File: config.mk
export PLATFORM = sky130hd
export DESIGN_NAME = dicr_router
export DESIGN_NICKNAME = d
export VERILOG_FILES = /design/src/verilog/dicr_pkg.sv /design/src/verilog/dicr_tick.sv /design/src/verilog/dicr_route_mux.sv /design/src/verilog/dicr_router.sv
export SDC_FILE = /design/constraint.sdc
export NUM_CORES = 2
export LEC_CHECK = 0
export ABC_CLOCK_PERIOD_IN_PS = 4790
export BUFFER_PORTS_ARGS = -buffer_cell sky130_fd_sc_hd__buf_2
export CORE_MARGIN = 2
export CORE_UTILIZATION = 47
export CTS_CLUSTER_SIZE = 30
export DETAILED_ROUTE_END_ITERATION = 8
export SETUP_SLACK_MARGIN = 0.2
export SYNTH_ARGS = -nofsm -noshare
export SYNTH_HDL_FRONTEND = slang
export SYNTH_SLANG_ARGS = --single-unit
File: constraint.sdc
create_clock -name i_clk -period 4.79 [get_ports i_clk]
set_input_delay 0.7185 -clock i_clk [delete_from_list [all_inputs] [get_ports i_clk]]
set_output_delay 0.7185 -clock i_clk [all_outputs]
set_load 0.03 [all_outputs]
File: src/verilog/dicr_pkg.sv
// Constants shared by the digital input conditioning router
package dicr_pkg;

	// ****************************************
	// Register byte offsets on the slave bus
	// ****************************************
	localparam logic [7:0] OFS_STATUS     = 8'h00; // Input status word, read only
	localparam logic [7:0] OFS_SF_EN      = 8'h04; // Special-function enable mask
	localparam logic [7:0] OFS_INVERT     = 8'h08; // Polarity invert mask
	localparam logic [7:0] OFS_FORCE_EN   = 8'h0c; // Override enable mask
	localparam logic [7:0] OFS_FORCE_VAL  = 8'h10; // Override value
	localparam logic [7:0] OFS_RAW        = 8'h14; // Unmodified sampled levels, read only
	localparam logic [7:0] OFS_ROUTE_EN   = 8'h18; // Routing switch, bit 0
	localparam logic [7:0] OFS_PIN_CFG    = 8'h1c; // Flex pin direction and step mode
	localparam logic [7:0] OFS_FAULT      = 8'h20; // Sticky interlock fault, write 1 clears
	localparam logic [7:0] OFS_TABLE_BASE = 8'h80; // Source table, entry k at base+4*(k-1)
	localparam int         TABLE_IDX_LSB  = 2;     // Word index within the table window
	localparam int         TABLE_ENTRIES  = 32;    // One entry per status bit

	// ****************************************
	// Field positions
	// ****************************************
	localparam int SF_NEG_LIMIT   = 0;  // Negative limit switch
	localparam int SF_POS_LIMIT   = 1;  // Positive limit switch
	localparam int SF_HOME        = 2;  // Home switch
	localparam int SF_INTERLOCK   = 3;  // Interlock release
	localparam int LEVEL_BASE     = 16; // Input n lands on bit LEVEL_BASE+n-1
	localparam int SPECIAL_BITS   = 16; // Bits 0..15 carry special functions
	localparam int CFG_STEP_MODE  = 4;  // Pin config: step-clock mode active
	localparam int PIN_STEP_CLK   = 1;  // Pin index of the step clock (pin 2)
	localparam int PIN_STEP_DIR   = 2;  // Pin index of the step direction (pin 3)
	localparam int FLEX_PINS      = 4;  // Pins that may be outputs
	localparam logic [3:0] STEP_PIN_MASK = 4'h6; // Pins forced to inputs in step mode

	// ****************************************
	// Source select codes
	// ****************************************
	localparam logic [6:0] SRC_ZERO       = 7'h00; // Constant 0 (with bit 7: constant 1)
	localparam logic [6:0] SRC_PHYS_FIRST = 7'h01; // Physical input 1
	localparam logic [6:0] SRC_PHYS_LAST  = 7'h10; // Physical input 16
	localparam logic [6:0] SRC_HALL_U     = 7'h41; // Hall U; V and W follow
	localparam logic [6:0] SRC_ENC_IDX    = 7'h46; // Encoder index; A and B precede
	localparam int         SRC_INV_BIT    = 7;     // Selects inverted source

	// ****************************************
	// Reset values and timing
	// ****************************************
	localparam logic [31:0] RST_WORD      = 32'h0000_0000; // All masks clear after reset
	localparam int          CLK_PERIOD_NS = 10;            // 100 MHz system clock
	localparam int          SAMPLE_PERIOD_US = 1000;       // One sample per millisecond
	localparam int          SAMPLE_CYCLES = SAMPLE_PERIOD_US * 1000 / CLK_PERIOD_NS;

	// Bus handshake states
	typedef enum logic [1:0] {
		BUS_IDLE   = 2'b00,
		BUS_ANSWER = 2'b01
	} dicr_bus_st_t;

endpackage : dicr_pkg

File: src/verilog/dicr_tick.sv
// Millisecond sampling strobe generator
`timescale 1ns/1ps
module dicr_tick
	import dicr_pkg::*;
#(
	parameter int CYCLES = SAMPLE_CYCLES
) (
	input  wire logic i_clk,
	input  wire logic i_sys_rst,
	output logic      o_tick
);

	localparam int CW = $clog2(CYCLES + 1);
	localparam logic [CW-1:0] LAST = CW'(CYCLES - 1);

	logic [CW-1:0] cnt_q; // Cycles since the last strobe

	// ****************************************
	// Free-running divider
	// ****************************************
	// Counter wraps at the period and pulses once per wrap
	always_ff @(posedge i_clk) begin
		if (i_sys_rst) begin
			cnt_q  <= '0;
			o_tick <= 1'b0;
		end else if (cnt_q == LAST) begin
			cnt_q  <= '0;
			o_tick <= 1'b1;
		end else begin
			cnt_q  <= cnt_q + 1'b1;
			o_tick <= 1'b0;
		end
	end

endmodule : dicr_tick

File: src/verilog/dicr_route_mux.sv
// One routing selector: picks a source bit by its code
`timescale 1ns/1ps
module dicr_route_mux
	import dicr_pkg::*;
(
	input  wire logic [7:0]  i_code,
	input  wire logic [15:0] i_phys,
	input  wire logic [2:0]  i_hall,
	input  wire logic [2:0]  i_enc,
	output logic             o_bit
);

	logic [6:0] base_code; // Code without the inversion bit
	logic       base_bit;  // Selected signal before inversion

	// ****************************************
	// Source decode
	// ****************************************
	always_comb begin
		base_code = i_code[6:0];
		base_bit  = 1'b0; // Constant 0 and unknown codes
		if (base_code >= SRC_PHYS_FIRST && base_code <= SRC_PHYS_LAST) begin
			base_bit = i_phys[4'(base_code - SRC_PHYS_FIRST)];
		end else if (base_code >= SRC_HALL_U && base_code < SRC_HALL_U + 7'd3) begin
			base_bit = i_hall[2'(base_code - SRC_HALL_U)];
		end else if (base_code > SRC_ENC_IDX - 7'd3 && base_code <= SRC_ENC_IDX) begin
			base_bit = i_enc[2'(base_code - (SRC_ENC_IDX - 7'd2))];
		end
		o_bit = base_bit ^ i_code[SRC_INV_BIT];
	end

endmodule : dicr_route_mux

File: src/verilog/dicr_router.sv
// Digital input conditioning and routing block with its register file
//
// Notes on behaviour
// - Special functions appear in status bits 0..15.
// - Input n level sits at bit 15+n.
// - Bit 16 follows input 1 in the fixed mapping; with routing on it follows table entry 17.
// - Output pins readable at 16..19; inputs 5,6 at 20,21.
// - Inputs sampled once per millisecond only.
// - Enable gates special function, not bits 16..31.
// - Enable bits: neg, pos, home, interlock.
// - Invert bit n-1 selects normally-closed input n.
// - Inversion skips step clock and direction inputs in step mode.
// - Force enable replaces sampled value with software's.
// - Force value word gives forced input value.
// - Raw word holds samples before any processing.
// - Bit 0 negative limit; bit 16 input 1.
// - Routing switch selects table-driven status word.
// - Enabling routing preloads table with fixed mapping.
// - Table entry k drives status bit k-1.
// - Code bit 7 selects the inverted source.
// - Interlock bit low raises fault; high permits motion.
// - Interlock acts only when enable bit 3 set.
// - Step mode forces clock and direction pins input.
`timescale 1ns/1ps
module dicr_router
	import dicr_pkg::*;
#(
	parameter int NUM_PINS     = 6,            // Physical digital inputs present
	parameter int TICK_CYCLES  = SAMPLE_CYCLES // Clock cycles per sample
) (
	input  wire logic        i_clk,
	input  wire logic        i_sys_rst,
	// Avalon-MM slave
	input  wire logic [7:0]  i_avs_address,
	input  wire logic        i_avs_read,
	input  wire logic        i_avs_write,
	input  wire logic [31:0] i_avs_writedata,
	input  wire logic [3:0]  i_avs_byteenable,
	output logic [31:0]      o_avs_readdata,
	output logic             o_avs_waitrequest,
	// Pins and sensor lines
	input  wire logic [5:0]  i_pin_level,
	input  wire logic [3:0]  i_pin_drive,
	input  wire logic [2:0]  i_hall,
	input  wire logic [2:0]  i_enc,
	// Results
	output logic [31:0]      o_status_word,
	output logic [3:0]       o_pin_out_en,
	output logic             o_step_clock,
	output logic             o_step_dir,
	output logic             o_motion_permit,
	output logic             o_interlock_fault
);

	// ****************************************
	// Declarations
	// ****************************************
	dicr_bus_st_t bus_st_q;              // Handshake state
	logic [31:0]  sf_en_q;               // Special-function enables
	logic [31:0]  invert_q;              // Polarity invert mask
	logic [31:0]  force_en_q;            // Override enables
	logic [31:0]  force_val_q;           // Override values
	logic         route_en_q;            // Table-driven routing active
	logic [4:0]   pin_cfg_q;             // Flex pin outputs and step mode
	logic [15:0]  raw_q;                 // Sampled pin levels
	logic [2:0]   hall_q;                // Sampled Hall lines
	logic [2:0]   enc_q;                 // Sampled encoder lines
	logic [7:0]   table_q [TABLE_ENTRIES]; // Source codes, index k-1
	logic         tick;                  // Sampling strobe
	logic [3:0]   out_en;                // Effective flex pin outputs
	logic [15:0]  step_mask;             // Inputs exempt from inversion
	logic [15:0]  cond;                  // Forced and inverted inputs
	logic [31:0]  fixed_word;            // Fixed-mapping status
	logic [31:0]  routed_word;           // Table-driven status
	logic [31:0]  status_d;              // Next status word
	logic         permit_d;              // Interlock release
	logic [31:0]  rd_val;                // Read mux result
	logic         req;                   // Any bus request
	logic         wr_go;                 // Write commits this edge
	logic         fault_clr;             // Software clears fault

	// ****************************************
	// Helper functions
	// ****************************************
	// Byte-lane merge of a write into an old value
	function automatic logic [31:0] merge(input logic [31:0] old_v,
		input logic [31:0] new_v, input logic [3:0] be);
		logic [31:0] res;
		res = old_v;
		for (int b = 0; b < 4; b++) begin
			if (be[b]) begin
				res[8*b +: 8] = new_v[8*b +: 8];
			end
		end
		return res;
	endfunction : merge

	// Table code that reproduces the fixed mapping for status bit idx
	function automatic logic [7:0] fixed_code(input int idx);
		logic [7:0] code;
		code = {1'b0, SRC_ZERO};
		if (idx >= LEVEL_BASE && idx < LEVEL_BASE + NUM_PINS) begin
			code = 8'(idx - LEVEL_BASE + 1);
		end else if (idx <= SF_INTERLOCK) begin
			code = 8'(idx + 1);
		end
		return code;
	endfunction : fixed_code

	// ****************************************
	// Sampling strobe
	// ****************************************
	dicr_tick #(
		.CYCLES (TICK_CYCLES)
	) u_tick (
		.i_clk     (i_clk),
		.i_sys_rst (i_sys_rst),
		.o_tick    (tick)
	);

	// ****************************************
	// Pin direction
	// ****************************************
	// Step mode takes clock and direction pins as inputs whatever was written
	always_comb begin
		out_en = pin_cfg_q[3:0];
		if (pin_cfg_q[CFG_STEP_MODE]) begin
			out_en = out_en & ~STEP_PIN_MASK;
		end
	end

	// ****************************************
	// Input sampling
	// ****************************************
	// Pulses shorter than one sample period may be missed, by design
	always_ff @(posedge i_clk) begin
		if (i_sys_rst) begin
			raw_q  <= 16'h0000;
			hall_q <= 3'h0;
			enc_q  <= 3'h0;
		end else if (tick) begin
			for (int i = 0; i < 16; i++) begin
				if (i < FLEX_PINS && out_en[i % FLEX_PINS]) begin
					raw_q[i] <= i_pin_drive[i % FLEX_PINS];
				end else if (i < NUM_PINS) begin
					raw_q[i] <= i_pin_level[i % 6];
				end else begin
					raw_q[i] <= 1'b0;
				end
			end
			hall_q <= i_hall;
			enc_q  <= i_enc;
		end
	end

	// ****************************************
	// Conditioning
	// ****************************************
	// Force first, then polarity; step inputs keep their native sense
	always_comb begin
		step_mask = 16'h0000;
		if (pin_cfg_q[CFG_STEP_MODE]) begin
			step_mask[PIN_STEP_CLK] = 1'b1;
			step_mask[PIN_STEP_DIR] = 1'b1;
		end
		for (int i = 0; i < 16; i++) begin
			cond[i] = force_en_q[i] ? force_val_q[i] : raw_q[i];
			cond[i] = cond[i] ^ (invert_q[i] & ~step_mask[i]);
		end
	end

	// ****************************************
	// Fixed mapping
	// ****************************************
	always_comb begin
		fixed_word = 32'h0000_0000;
		for (int i = 0; i < NUM_PINS; i++) begin
			fixed_word[LEVEL_BASE + i] = cond[i];
		end
		for (int f = 0; f <= SF_INTERLOCK; f++) begin
			fixed_word[f] = cond[f];
		end
	end

	// ****************************************
	// Table-driven routing
	// ****************************************
	// One selector per status bit; entry k feeds bit k-1
	for (genvar k = 0; k < TABLE_ENTRIES; k++) begin : g_route
		dicr_route_mux u_mux (
			.i_code (table_q[k]),
			.i_phys (cond),
			.i_hall (hall_q),
			.i_enc  (enc_q),
			.o_bit  (routed_word[k])
		);
	end

	// ****************************************
	// Status word and interlock
	// ****************************************
	// Enables gate only the special half; the level half passes untouched
	always_comb begin
		status_d = route_en_q ? routed_word : fixed_word;
		status_d[SPECIAL_BITS-1:0] = status_d[SPECIAL_BITS-1:0]
			& sf_en_q[SPECIAL_BITS-1:0];
		permit_d = ~sf_en_q[SF_INTERLOCK] | status_d[SF_INTERLOCK];
	end

	// Status and step outputs registered every clock
	always_ff @(posedge i_clk) begin
		if (i_sys_rst) begin
			o_status_word   <= 32'h0000_0000;
			o_step_clock    <= 1'b0;
			o_step_dir      <= 1'b0;
			o_motion_permit <= 1'b1;
			o_pin_out_en    <= 4'h0;
		end else begin
			o_status_word   <= status_d;
			o_step_clock    <= pin_cfg_q[CFG_STEP_MODE] & cond[PIN_STEP_CLK];
			o_step_dir      <= pin_cfg_q[CFG_STEP_MODE] & cond[PIN_STEP_DIR];
			o_motion_permit <= permit_d;
			o_pin_out_en    <= out_en;
		end
	end

	// Sticky fault; a new drop in the clearing cycle keeps it set
	always_ff @(posedge i_clk) begin
		if (i_sys_rst) begin
			o_interlock_fault <= 1'b0;
		end else if (!permit_d) begin
			o_interlock_fault <= 1'b1;
		end else if (fault_clr) begin
			o_interlock_fault <= 1'b0;
		end
	end

	// ****************************************
	// Bus handshake
	// ****************************************
	assign req       = i_avs_read | i_avs_write;
	assign wr_go     = i_avs_write & (bus_st_q == BUS_ANSWER);
	assign fault_clr = wr_go && i_avs_address == OFS_FAULT
		&& i_avs_byteenable[0] && i_avs_writedata[0];

	// Waitrequest drops one cycle after a request and rises right after
	always_ff @(posedge i_clk) begin
		if (i_sys_rst) begin
			bus_st_q          <= BUS_IDLE;
			o_avs_waitrequest <= 1'b1;
			o_avs_readdata    <= 32'h0000_0000;
		end else begin
			case (bus_st_q)
				BUS_IDLE: begin
					if (req) begin
						bus_st_q          <= BUS_ANSWER;
						o_avs_waitrequest <= 1'b0;
						// Writes leave the last read data standing
						if (i_avs_read) begin
							o_avs_readdata <= rd_val;
						end
					end
				end
				BUS_ANSWER: begin
					bus_st_q          <= BUS_IDLE;
					o_avs_waitrequest <= 1'b1;
				end
				default: begin
					bus_st_q          <= BUS_IDLE;
					o_avs_waitrequest <= 1'b1;
				end
			endcase
		end
	end

	// Read mux; unmapped addresses read as zero
	always_comb begin
		rd_val = 32'h0000_0000;
		if (i_avs_address[7]) begin
			rd_val = {24'h00_0000,
				table_q[i_avs_address[TABLE_IDX_LSB +: 5]]};
		end else begin
			case (i_avs_address)
				OFS_STATUS:    rd_val = o_status_word;
				OFS_SF_EN:     rd_val = sf_en_q;
				OFS_INVERT:    rd_val = invert_q;
				OFS_FORCE_EN:  rd_val = force_en_q;
				OFS_FORCE_VAL: rd_val = force_val_q;
				OFS_RAW:       rd_val = {16'h0000, raw_q};
				OFS_ROUTE_EN:  rd_val = {31'h0000_0000, route_en_q};
				OFS_PIN_CFG:   rd_val = {27'h000_0000, pin_cfg_q};
				OFS_FAULT:     rd_val = {31'h0000_0000, o_interlock_fault};
				default:       rd_val = 32'h0000_0000;
			endcase
		end
	end

	// ****************************************
	// Register writes
	// ****************************************
	// Masks and pin configuration; misaligned or unmapped writes are dropped
	always_ff @(posedge i_clk) begin
		if (i_sys_rst) begin
			sf_en_q     <= RST_WORD;
			invert_q    <= RST_WORD;
			force_en_q  <= RST_WORD;
			force_val_q <= RST_WORD;
			pin_cfg_q   <= RST_WORD[4:0];
		end else if (wr_go) begin
			case (i_avs_address)
				OFS_SF_EN:     sf_en_q     <= merge(sf_en_q, i_avs_writedata, i_avs_byteenable);
				OFS_INVERT:    invert_q    <= merge(invert_q, i_avs_writedata, i_avs_byteenable);
				OFS_FORCE_EN:  force_en_q  <= merge(force_en_q, i_avs_writedata,
					i_avs_byteenable);
				OFS_FORCE_VAL: force_val_q <= merge(force_val_q, i_avs_writedata,
					i_avs_byteenable);
				OFS_PIN_CFG: begin
					if (i_avs_byteenable[0]) begin
						pin_cfg_q <= i_avs_writedata[4:0];
					end
				end
				default: begin
				end
			endcase
		end
	end

	// Routing switch and table; turning routing on reloads the fixed map
	// so the status word does not jump. Repeated toggling discards edits.
	always_ff @(posedge i_clk) begin
		if (i_sys_rst) begin
			route_en_q <= 1'b0;
			for (int k = 0; k < TABLE_ENTRIES; k++) begin
				table_q[k] <= fixed_code(k);
			end
		end else if (wr_go && i_avs_byteenable[0]) begin
			if (i_avs_address == OFS_ROUTE_EN) begin
				route_en_q <= i_avs_writedata[0];
				if (i_avs_writedata[0] && !route_en_q) begin
					for (int k = 0; k < TABLE_ENTRIES; k++) begin
						table_q[k] <= fixed_code(k);
					end
				end
			end else if (i_avs_address[7] && i_avs_address[1:0] == 2'b00) begin
				table_q[i_avs_address[TABLE_IDX_LSB +: 5]] <= i_avs_writedata[7:0];
			end
		end
	end

endmodule : dicr_router

==> results.sh <==
export IMPL_status="finished clean"
export IMPL_place_gp_congestion=0.981
export IMPL_synth_top_area_share_pct=23.9
export IMPL_grt_total_usage_pct=34.7
export IMPL_dp_cells=4133
export IMPL_ctsResizeCount=0
export IMPL_path_max_fanout=17
export IMPL_hold_start="i_pin_level[4]"
export IMPL_synth_compound_area_share_pct=15.0
export IMPL_tightestPinTransition_ns=1.14
export IMPL_syn2layout_area_growth_pct=10.6
export IMPL_crit_type="reg -> reg"
export IMPL_grt_pass1_wl_mm=182
export IMPL_clock_skew_ns=0.0454
export IMPL_via_per_inst=6.87
export IMPL_drv_slew=0
export IMPL_die_area_um2=70400
export IMPL_crit_arrival_ns=4.17
export IMPL_powerDensity_nw_per_um2=280
export IMPL_synth_warnings=0
export IMPL_ys_flop_type="edfxtp_1"
export IMPL_layout_drive_gt1_share_pct=16.3
export IMPL_layout_common_cells="nand2_1, and2_1, edfxtp_1, a21oi_1, dfxtp_1"
export IMPL_fmax_mhz=279
export IMPL_synth_top_family_by_area="simple AND/OR/NAND/NOR gates"
export IMPL_clock_sinks=494
export IMPL_grt_pass1_vias=27000
export IMPL_p_leak_nw=12.5
export IMPL_post_synth_cell_area_avg_um2=9.71
export IMPL_clkLatencyLatePin_ns=0.67
export IMPL_min_path_type="in -> reg"
export IMPL_fin_nets=3452
export IMPL_multi_input_area_um2=18300
export IMPL_cp_end_kind="flip-flop"
export IMPL_drtIter0Drc=4002
export IMPL_numCtsBuffers=55
export IMPL_report_final_setup_viol=0
export IMPL_syn_inst=3307
export IMPL_period_share_pct=74.8
export IMPL_clock_tree_root_cell="clkbuf_16"
export IMPL_cts_max_path_buffers=3
export IMPL_netlist_top_cells_area="edfxtp_1, dfxtp_1, mux4_2, and2_1, a21oi_1"
export IMPL_fill_cells=6011
export IMPL_r2r_end="o_status_word[11]"
export IMPL_pre_cts_ws_ns=0.900
export IMPL_layout_area_seq_um2=12500
export IMPL_maxCapViolCount=0
export IMPL_syn_area_um2=32100
export IMPL_io_buffers=136
export IMPL_fin_crit_ns=3.58
export IMPL_hold_path_endpoint="raw_q[4]"
export IMPL_rsz0062_at_grt="false"
export IMPL_die_height_um=265
export IMPL_vdd_drop_max_v=0.000245
export IMPL_holdBufCountCts=0
export IMPL_fin_ws_ns=1.21
export IMPL_relSlewSlack_pct=23.4
export IMPL_core_area_um2=67400
export IMPL_dr_pass1_iters=9
export IMPL_crit_required_ns=5.38
export IMPL_overflow=0
export IMPL_hold_path_depth=3
export IMPL_clk_pin_slew_ns=0.06
export IMPL_finalNonFillerCells=4240
export IMPL_synth_mux_area_share_pct=14.8
export IMPL_synthXorXnorAreaFrac_pct=2.81
export IMPL_reg2reg_depth=8
export IMPL_num_rows=95
export IMPL_r2r_slack_ns=1.21
export IMPL_place_hpwl_mm=84.2
export IMPL_cts_tree="yes"
export IMPL_path_cells="mux2i_1 > xor2_4 > buf_4 > mux4_2 > nand2_1 > nor4bb_1 > o21ai_0 > and4b_1"
export IMPL_ys_ff_latch=494
export IMPL_r2r_start="force_en_q[0]"
export IMPL_max_stage_delay_ns=0.78
export IMPL_synthArstFlopShare_pct=0
export IMPL_synth_simple_area_share_pct=21.1
export IMPL_grt_start_max_net_pins=174
export IMPL_layout_commonest_cell="nand2_1"
export IMPL_post_route_drc_count=0
export IMPL_dr_total_vias=29100
export IMPL_synth_fa_ha_area_share_pct=2.77
export IMPL_initial_core_util_pct=47.6
export IMPL_htree_levels=2
export IMPL_synthesis_nets=3442
export IMPL_drt_wl_total_mm=125
export IMPL_die_w_um=265
export IMPL_worstSetupStartpointType="flip-flop"
export IMPL_pin_count=137
export IMPL_fin_util_pct=52.7
export IMPL_yosysUniqueCellTypes=101
export IMPL_ant_nets=0
export IMPL_ys_seq_area_share_pct=38.8
export IMPL_postCtsSetupRepairBufs=0
export IMPL_synth_edf_count=256
export IMPL_antenna_found_initial=12
export IMPL_wl_per_cell_um=29.5
export IMPL_synth_area_leader_cell="edfxtp_1"
export IMPL_path_buf_inv=1
export IMPL_hold_violations=0
export IMPL_cp_top_family="multiplexers"
export IMPL_slowest_stage="xor2_4"
export IMPL_tns_ns=0
==> through the flow <==
stage	hold slack [ns]	total power, mW	instance area, um^2
finish	0.288	9.96	35500
global route	0.315	10.2	35500
CTS	0.269	9.97	35500
detailed placement	0.446	5.60	33600
global placement	0.441	5.58	33600
floorplan	0.423	5.27	32100
==> layout make-up <==
cell class / instances / area share, %
Multi-Input combinational cell: 2457 / 51.5
Sequential cell: 494 / 35.1
Clock buffer: 74 / 4.45
Timing Repair Buffer: 232 / 4.15
Tap cell: 873 / 3.08
Clock inverter: 30 / 0.923
Inverter: 77 / 0.814
Antenna cell: 3 / 0.0211
==> synthesized netlist by cell type, types with 12 or more instances <==
cell	n
dfxtp_1	238
buf_1	26
mux4_2	130
nor2b_1	17
nor3b_1	14
inv_1	77
nand3b_1	28
o2111ai_1	17
and3_1	14
nor3_1	89
o211ai_1	39
or4_1	15
or3_1	29
o21ai_0	104
xor2_1	49
mux4_1	15
a2111oi_0	12
xnor2_1	43
a22oi_1	70
a31oi_1	22
buf_2	45
o22ai_1	15
clkbuf_1	188
a211oi_1	13
nor4_1	19
nand4_1	28
mux2_2	14
ha_1	71
nand3_1	216
nand2b_1	13
edfxtp_1	256
o311ai_0	18
o221ai_1	21
nor4b_1	26
a21oi_1	251
nand2_1	263
nor2_1	204
a222oi_1	25
and2_1	261
mux2i_1	122
==> worst min-delay path, stage by stage <==
cell	delay, ns
buf_2	0.07
mux2i_1	0.05
nor2_1	0.08
==> where the power goes <==
group | internal (mW) | switching, mW
Clock | 2.51 | 1.90
Sequential | 4.52 | 0.145
Combinational | 0.313 | 0.563
Total | 7.35 | 2.61
==> cells by family after synthesis <==
logic type	Yosys count
adder cells (fa/ha/maj)	71
XOR/XNOR	98
AND/OR/NAND/NOR	1286
flip-flops	494
buffers and inverters	356
AO/OA/AOI/OAI	718
multiplexers	284
==> per-layer routing <==
layer	wire (um)	share of wire [%]	GRT usage (%)	vias up
met5	29	0.023	0.208	-
met2	53900	43	51.9	2068
li1	-	-	-	12400
met3	14700	12	8.79	507
met1	47600	38	45.4	14100
met4	8950	7.1	20.9	4
==> state kept, by name, summed over array words and instances (netlist names) <==
name and cells:
raw_q 6, enc_q 3, o_pin_out_en 4, bus_st_q 1, force_en_q 32, u_tick.o_tick 1, o_avs_readdata 32, invert_q 32
o_step_clock 1, o_status_word 32, sf_en_q 32, table_q 256, o_step_dir 1, route_en_q 1, u_tick.cnt_q 17, pin_cfg_q 5
hall_q 3, o_avs_waitrequest 1, o_motion_permit 1, o_interlock_fault 1, force_val_q 32
==> how the worst max path moves through the flow <==
stage | startpoint | cells past startpoint | to | slack [ns]
6_report | force_en_q[0] | 8 | o_status_word[11] | 1.21
5_1_grt | table_q[23][0] | 8 | o_status_word[23] | 1.24
4_1_cts | table_q[23][0] | 8 | o_status_word[23] | 1.49
3_5_place_dp | i_avs_address[6] | 8 | table_q[6][5] | 0.90
3_3_place_gp | i_avs_address[6] | 8 | table_q[29][7] | 1.04
2_1_floorplan | i_avs_address[3] | 6 | table_q[27][0] | 1.70
Power figures use the tool's default switching activity.
